===== config.mk =====
export PLATFORM = sky130hd
export DESIGN_NAME = pesf_phy_event_status_flags
export DESIGN_NICKNAME = d
export VERILOG_FILES = /design/src/core/pesf_pkg.sv /design/src/core/pesf_flag.sv /design/src/core/pesf_phy_event_status_flags.sv
export SDC_FILE = /design/constraint.sdc
export NUM_CORES = 1
export LEC_CHECK = 0
export BUFFER_PORTS_ARGS = -buffer_cell sky130_fd_sc_hd__buf_2
export CORE_UTILIZATION = 35
export CTS_CLUSTER_DIAMETER = 60
export DETAILED_ROUTE_END_ITERATION = 8
export HOLD_SLACK_MARGIN = 0.03
export PLACE_DENSITY = 0.75
export SLEW_MARGIN = 20
export SYNTH_ARGS = -nofsm -noshare
export SYNTH_HDL_FRONTEND = slang
export SYNTH_HIERARCHICAL = 1
export SYNTH_SLANG_ARGS = --single-unit

===== constraint.sdc =====
create_clock -name mclk -period 1.2 [get_ports mclk]
set_input_delay 0.12 -clock mclk [delete_from_list [all_inputs] [get_ports mclk]]
set_output_delay 0.12 -clock mclk [all_outputs]
set_load 0.03 [all_outputs]

===== src/core/pesf_pkg.sv =====
/*
  shared constants for the phy event status flags block: flag order,
  counter width, reset values.
  assumes nothing beyond a systemverilog compiler.
*/
`default_nettype none
package pesf_pkg;
  localparam int NUM_FLAGS = 5;
  localparam int CNT_W = 16;
  localparam int CNT_MSB = CNT_W - 1;
  // flag bit positions in the status word
  localparam int FLAG_SPEED = 0;
  localparam int FLAG_DUPLEX = 1;
  localparam int FLAG_ANEG = 2;
  localparam int FLAG_FCHALF = 3;
  localparam int FLAG_REHALF = 4;
  // register locations of the two event counters
  localparam logic [15:0] FALSE_CARRIER_EVENT_COUNTER_ADDR = 16'h0014;
  localparam logic [15:0] RECEIVE_ERROR_EVENT_COUNTER_ADDR = 16'h0015;
  localparam logic [NUM_FLAGS-1:0] FLAGS_RESET = 5'h0_0;
  localparam logic [NUM_FLAGS-1:0] ENABLE_RESET = 5'h0_0;
  localparam logic RESOLVED_RESET = 1'b0;
  localparam logic ANEG_RESET = 1'b0;
endpackage : pesf_pkg
`default_nettype wire


===== src/core/pesf_flag.sv =====
/*
  one clear-on-read sticky pending flag.
  assumes event and read strobe come from logic on mclk.
*/
`timescale 1ns/1ps
`default_nettype none
module pesf_flag (
  // clock and reset
  input wire logic mclk,
  input wire logic rst_n,
  // event and clear
  input wire logic setEvent,
  input wire logic readClear,
  // state
  output logic pending
);
  import pesf_pkg::*;
  logic next_pending;

  // set wins over a read in the same cycle
  always_comb begin
    next_pending = pending;
    if (readClear) begin
      next_pending = 1'b0;
    end
    if (setEvent) begin
      next_pending = 1'b1;
    end
  end

  // register the flag
  always_ff @(posedge mclk or negedge rst_n) begin
    if (!rst_n) begin
      pending <= 1'b0;
    end else begin
      pending <= next_pending;
    end
  end
endmodule // pesf_flag
`default_nettype wire


===== src/core/pesf_phy_event_status_flags.sv =====
/*
  pending flags for speed, duplex, negotiation-complete and counter
  half-full events, cleared by a host read, gated onto an interrupt.
  assumes all inputs come from phy core logic on mclk, and that the
  host read strobe is one pulse per status register read.
  no synchroniser: every source already runs on mclk.
*/
// How it works
// - speed status change sets speed flag
// - duplex status change sets duplex flag
// - negotiation finishing sets completion flag
// - false-carrier counter past half sets flag
// - receive-error counter past half sets flag
// - flags reset zero, clear on host read
// - interrupt only for enabled events; enables reset
`timescale 1ns/1ps
`default_nettype none
module pesf_phy_event_status_flags (
  // clock and reset
  input wire logic mclk,
  input wire logic rst_n,
  // event sources
  input wire logic resolvedSpeed,
  input wire logic resolvedDuplex,
  input wire logic anegComplete,
  input wire logic [pesf_pkg::CNT_W-1:0] falseCarrierEventCounter,
  input wire logic [pesf_pkg::CNT_W-1:0] receiveErrorEventCounter,
  // host access
  input wire logic statusRead,
  input wire logic [pesf_pkg::NUM_FLAGS-1:0] enableWrData,
  input wire logic enableWrite,
  // status and interrupt
  output logic [pesf_pkg::NUM_FLAGS-1:0] pendingFlags,
  output logic [pesf_pkg::NUM_FLAGS-1:0] enableBits,
  output logic irq
);
  import pesf_pkg::*;

  // history registers, one per source
  logic primed;
  logic speedLast;
  logic duplexLast;
  logic anegLast;
  logic fcMsbLast;
  logic reMsbLast;
  // next values of the history
  logic next_primed;
  logic next_speedLast;
  logic next_duplexLast;
  logic next_anegLast;
  logic next_fcMsbLast;
  logic next_reMsbLast;
  // counter top bits, the half-full level
  logic fcMsb;
  logic reMsb;
  // one strobe per source, one cycle wide
  logic speedEvent;
  logic duplexEvent;
  logic anegEvent;
  logic fcHalfEvent;
  logic reHalfEvent;
  logic [NUM_FLAGS-1:0] events;
  // enables, interrupt and their next values
  logic [NUM_FLAGS-1:0] next_enableBits;
  logic [NUM_FLAGS-1:0] irqSources;
  logic next_irq;

  // primed rises on the first edge after reset and stays
  always_comb begin
    next_primed = 1'b1;
  end

  // register the primed marker
  always_ff @(posedge mclk or negedge rst_n) begin
    if (!rst_n) begin
      primed <= 1'b0;
    end else begin
      primed <= next_primed;
    end
  end

  // speed history follows the resolved level every cycle
  always_comb begin
    next_speedLast = resolvedSpeed;
  end

  // register the speed history
  always_ff @(posedge mclk or negedge rst_n) begin
    if (!rst_n) begin
      speedLast <= RESOLVED_RESET;
    end else begin
      speedLast <= next_speedLast;
    end
  end

  // any speed level change is an event once primed
  assign speedEvent = primed && (resolvedSpeed != speedLast);

  // duplex history follows the resolved level every cycle
  always_comb begin
    next_duplexLast = resolvedDuplex;
  end

  // register the duplex history
  always_ff @(posedge mclk or negedge rst_n) begin
    if (!rst_n) begin
      duplexLast <= RESOLVED_RESET;
    end else begin
      duplexLast <= next_duplexLast;
    end
  end

  // any duplex level change is an event once primed
  assign duplexEvent = primed && (resolvedDuplex != duplexLast);

  // negotiation history follows the completion level
  always_comb begin
    next_anegLast = anegComplete;
  end

  // register the negotiation history
  always_ff @(posedge mclk or negedge rst_n) begin
    if (!rst_n) begin
      anegLast <= ANEG_RESET;
    end else begin
      anegLast <= next_anegLast;
    end
  end

  // only the rising completion level counts; falling is ignored
  assign anegEvent = anegComplete && !anegLast;

  // top bit of the false-carrier counter marks half-full
  assign fcMsb = falseCarrierEventCounter[CNT_MSB];

  // false-carrier history follows the top bit
  always_comb begin
    next_fcMsbLast = fcMsb;
  end

  // register the false-carrier history
  always_ff @(posedge mclk or negedge rst_n) begin
    if (!rst_n) begin
      fcMsbLast <= 1'b0;
    end else begin
      fcMsbLast <= next_fcMsbLast;
    end
  end

  // rising top bit only; no repeat while above half
  assign fcHalfEvent = fcMsb && !fcMsbLast;

  // top bit of the receive-error counter marks half-full
  assign reMsb = receiveErrorEventCounter[CNT_MSB];

  // receive-error history follows the top bit
  always_comb begin
    next_reMsbLast = reMsb;
  end

  // register the receive-error history
  always_ff @(posedge mclk or negedge rst_n) begin
    if (!rst_n) begin
      reMsbLast <= 1'b0;
    end else begin
      reMsbLast <= next_reMsbLast;
    end
  end

  // rising top bit only; no repeat while above half
  assign reHalfEvent = reMsb && !reMsbLast;

  // gather the strobes in status-word order
  always_comb begin
    events = '0;
    events[FLAG_SPEED] = speedEvent;
    events[FLAG_DUPLEX] = duplexEvent;
    events[FLAG_ANEG] = anegEvent;
    events[FLAG_FCHALF] = fcHalfEvent;
    events[FLAG_REHALF] = reHalfEvent;
  end

  // one sticky clear-on-read flag per event
  genvar gi;
  generate
    for (gi = 0; gi < NUM_FLAGS; gi++) begin : g_flag
      pesf_flag u_flag (
        .mclk(mclk),
        .rst_n(rst_n),
        .setEvent(events[gi]),
        .readClear(statusRead),
        .pending(pendingFlags[gi])
      );
    end
  endgenerate

  // enable bits load on a write pulse, hold otherwise
  always_comb begin
    next_enableBits = enableBits;
    if (enableWrite) begin
      next_enableBits = enableWrData;
    end
  end

  // register the enables
  always_ff @(posedge mclk or negedge rst_n) begin
    if (!rst_n) begin
      enableBits <= ENABLE_RESET;
    end else begin
      enableBits <= next_enableBits;
    end
  end

  // only enabled pending flags reach the interrupt
  assign irqSources = pendingFlags & enableBits;

  // interrupt is any enabled pending flag
  always_comb begin
    next_irq = |irqSources;
  end

  // register the interrupt
  always_ff @(posedge mclk or negedge rst_n) begin
    if (!rst_n) begin
      irq <= 1'b0;
    end else begin
      irq <= next_irq;
    end
  end
endmodule // pesf_phy_event_status_flags
`default_nettype wire


==> key figures <==
Clock network
  – Count of H-tree levels built during CTS: 1
  – Maximum root-to-sink buffer count: 2
  – Number of resized instances in the post-cts repair step: 0
  – Clock tree from TritonCTS: done
  – Sinks on Clock Net: 17
  – Clock edge transition at the registers on the reported setup and hold paths: 0.09 ns
  – Root Buffer Master: clkbuf_4
  – Number of post-CTS setup repair buffers: 0
  – Number of buffers created by CTS: 3
  – Clock latency reported for the late side of the worst-skew pair: 0.28 ns

Floorplan
  – Number of top-level pins: 55
  – Die extent in y: 43.81 um
  – Die X: 43.81 um
  – Site row count: 14
  – Area of the core: 1577 um2
  – Initial cell density of the core: 0.3881
  – Die Area: 1919 um2

Finish
  – Area growth from synthesis to final layout: 37.01%
  – Proportion of layout cells with a drive suffix above 1: 0.3506
  – Number of nets in the layout: 122
  – Post-route standard cell area excluding fillers: 838.3 um2
  – Count of inserted antenna diode cells: 0

Routing
  – Drt initial violations: 6
  – Post-detailed-route DRC marker count: 4
  – Via Count: 427
  – Number of detailed-route iterations in the first pass: 6
  – Wirelength per Cell: 10.84 um
  – DRT Wirelength: 1008 um
  – Antenna Violating Nets Remaining: 0
  – Vias per inst: 4.591

Logic synthesis
  – Number of synthesized register bits: 17
  – Main area contributors after synthesis: dfrtp_1 (70%), mux2_1 (9.2%), a21o_1 (6.1%)
  – Synthesized instance count: 43
  – Distinct cell type count after synthesis: 11
  – Synthesized cell area: 611.8 um2
  – Synthesized area per cell: 14.23 um2
  – Synthesis warning total: 6
  – Net count of the mapped netlist: 87
  – Portion of synthesized cell area occupied by the leading cell type: 0.6953
  – Register area share after synthesis: 0.6953
  – Cell taking the most area after synthesis: dfrtp_1

GRT
  – Total congestion overflow: 0
  – Global-route wire length before repair: 1669 um
  – Maximum number of pins on one net before global-route repair: 18
  – Via count of the first global-routing pass: 412
  – Total routing resource utilization after global routing: 0.1228
  – Antenna violations before repair: 0

Timing
  – Endpoints failing setup: 0
  – Setup slack of the critical path after layout: 0.1573 ns
  – RSZ-0062 raised after global routing: false
  – Tcrit/Tclk final: 0.8690
  – Final TNS setup: 0 ns
  – Maximum clock skew at final layout: 0.001907 ns
  – Min Tclk post-route: 1.043 ns
  – Final hold vios: 0
  – Maximum clock rate: 0.9590 GHz
  – Final max-slew violation count: 0
  – Final hold slack: 0.05006 ns

Worst setup path
  – Depth of the worst register-to-register path: 2
  – Worst Path Max Fanout: 2
  – Launching point of the worst reg2reg path: g_flag[0].u_flag/pending$_DFFE_PN0P_
  – CP startpoint kind: input port
  – Worst r2r dst: irq$_DFF_PN0_
  – Kind of critical path: in2reg
  – Critical path's largest stage delay: 0.54 ns
  – Data arrival time of the critical path: 1.22 ns
  – WP data required: 1.38 ns
  – Critical Path Slowest Stage Cell: dlygate4sd3_1
  – CP Cell Sequence: dlygate4sd3_1 > buf_2 > xor2_1 > and2_1 > a21o_1
  – Element type at the critical path end: flip-flop
  – Worst reg2reg setup slack: 0.27 ns

Run status
  – Violations in the final reports: DRC
  – Outcome: finished, violations left

Power and ir drop
  – Worst-case vdd ir drop: 0.6835 mV
  – Ratio of total power to cell area: 1406 nW/um2
  – Leakage component of the power: 0.4528 nW
  – Total power of the final layout: 1.179 mW

Hold path
  – Worst hold start: enableWrData[3]
  – Worst Hold Path Cells: 2
  – Hold/Removal Path Class: in2reg
  – Hold-critical path endpoint: enableBits[3]$_DFFE_PN0P_

Placed design
  – Count of input and output buffers: 24
  – Gp weighted congestion: 0.6743
  – Dpl cell area: 752.0 um2
  – Worst slack after detailed placement: 0.2753 ns

Flow run
  – Number of max-capacitance violations reported: 0
## where the power goes
group	internal (mW)	switching (mW)	leakage, nW
Sequential	0.623	0.0294	0.200
Clock	0.129	0.164	0.0150
Combinational	0.0919	0.141	0.238
## Yosys cell counts (all sizes together)
cell type,instances
and2,2
a22oi,1
conb,1
xor2,2
a222oi,1
dfrtp,17
inv,5
mux2,5
a21o,5
nor2b,3
nand2,1
## sequential cells by signal, summed over array words and instances (netlist names)
name,count
anegLast,1
duplexLast,1
enableBits,5
fcMsbLast,1
g_flag.u_flag/pending,5
irq,1
primed,1
reMsbLast,1
speedLast,1
## routing by layer
| metal | wire length, um | vias to the layer above | GRT usage | part of all wire |
|---|---|---|---|---|
| li1 | - | 208 | - | - |
| met1 | 457 | 199 | 0.1378 | 0.45 |
| met2 | 468 | 20 | 0.1940 | 0.46 |
| met3 | 83 | 0 | 0.03750 | 0.082 |
| met4 | 0 | 0 | 0.09375 | 0 |
| met5 | 0 | - | 0 | 0 |
## kinds of logic after synthesis
logic type | after synthesis | synth area share
other | 1 | 0.006129
muxes | 5 | 0.09202
DFF | 17 | 0.6953
and+or+nand+nor | 6 | 0.05725
AOI/OAI and AO/OA | 7 | 0.08999
xor gates and xnor gates | 2 | 0.02864
buffers and inverters | 5 | 0.03068
## metrics by stage
step,instances,util
2_1_floorplan,43,-
3_3_place_gp,83,0.4770
3_5_place_dp,83,0.4770
4_1_cts,93,0.5317
5_1_grt,93,0.5317
6_report,93,0.5317
## critical path: cells and delay by family
kind                      cells  cell delay (ns)
and+or+nand+nor               1             0.15
xor gates and xnor gates      1             0.13
buffers and inverters         2             0.67
AOI/OAI and AO/OA             1             0.15
## final cells by class
type | instances | area (um2)
Timing Repair Buffer | 30 | 180.2
Sequential cell | 17 | 425.4
Tap cell | 16 | 20.02
Fill cell | 151 | 738.2
Multi-Input combinational cell | 21 | 167.7
Inverter | 5 | 18.77
Clock buffer | 4 | 26.28
## worst max-delay path by stage
| stage | cells after the start | start | slack, ns | end |
|---|---|---|---|---|
| 2_1_floorplan | 2 | g_flag[0].u_flag/pending$_DFFE_PN0P_ | 0.17 | irq$_DFF_PN0_ |
| 3_3_place_gp | 2 | g_flag[0].u_flag/pending$_DFFE_PN0P_ | 0.26 | irq$_DFF_PN0_ |
| 3_5_place_dp | 2 | g_flag[0].u_flag/pending$_DFFE_PN0P_ | 0.28 | irq$_DFF_PN0_ |
| 4_1_cts | 1 | g_flag[3].u_flag/pending$_DFFE_PN0P_ | 0.17 | pendingFlags[3] |
| 5_1_grt | 1 | g_flag[1].u_flag/pending$_DFFE_PN0P_ | 0.14 | pendingFlags[1] |
| 6_report | 5 | resolvedDuplex | 0.16 | g_flag[1].u_flag/pending$_DFFE_PN0P_ |
## repair_timing
action / CTS / global route
hold buffers: 6 / 0
endpoints found under the hold margin: 22 / 0
setup endpoints to repair: 0 / 0
## cells in the final DEF, fill, tap and decap left out
master	count
buf_2	24
dfrtp_1	17
dlygate4sd3_1	6
mux2_1	5
inv_1	5
a21o_1	5
nor2b_1	3
clkbuf_4	3
xor2_1	2
and2_1	2
a222oi_1	1
a22oi_1	1
nand2_1	1
clkbuf_1	1
conb_1	1
Power figures use the tool's default switching activity.
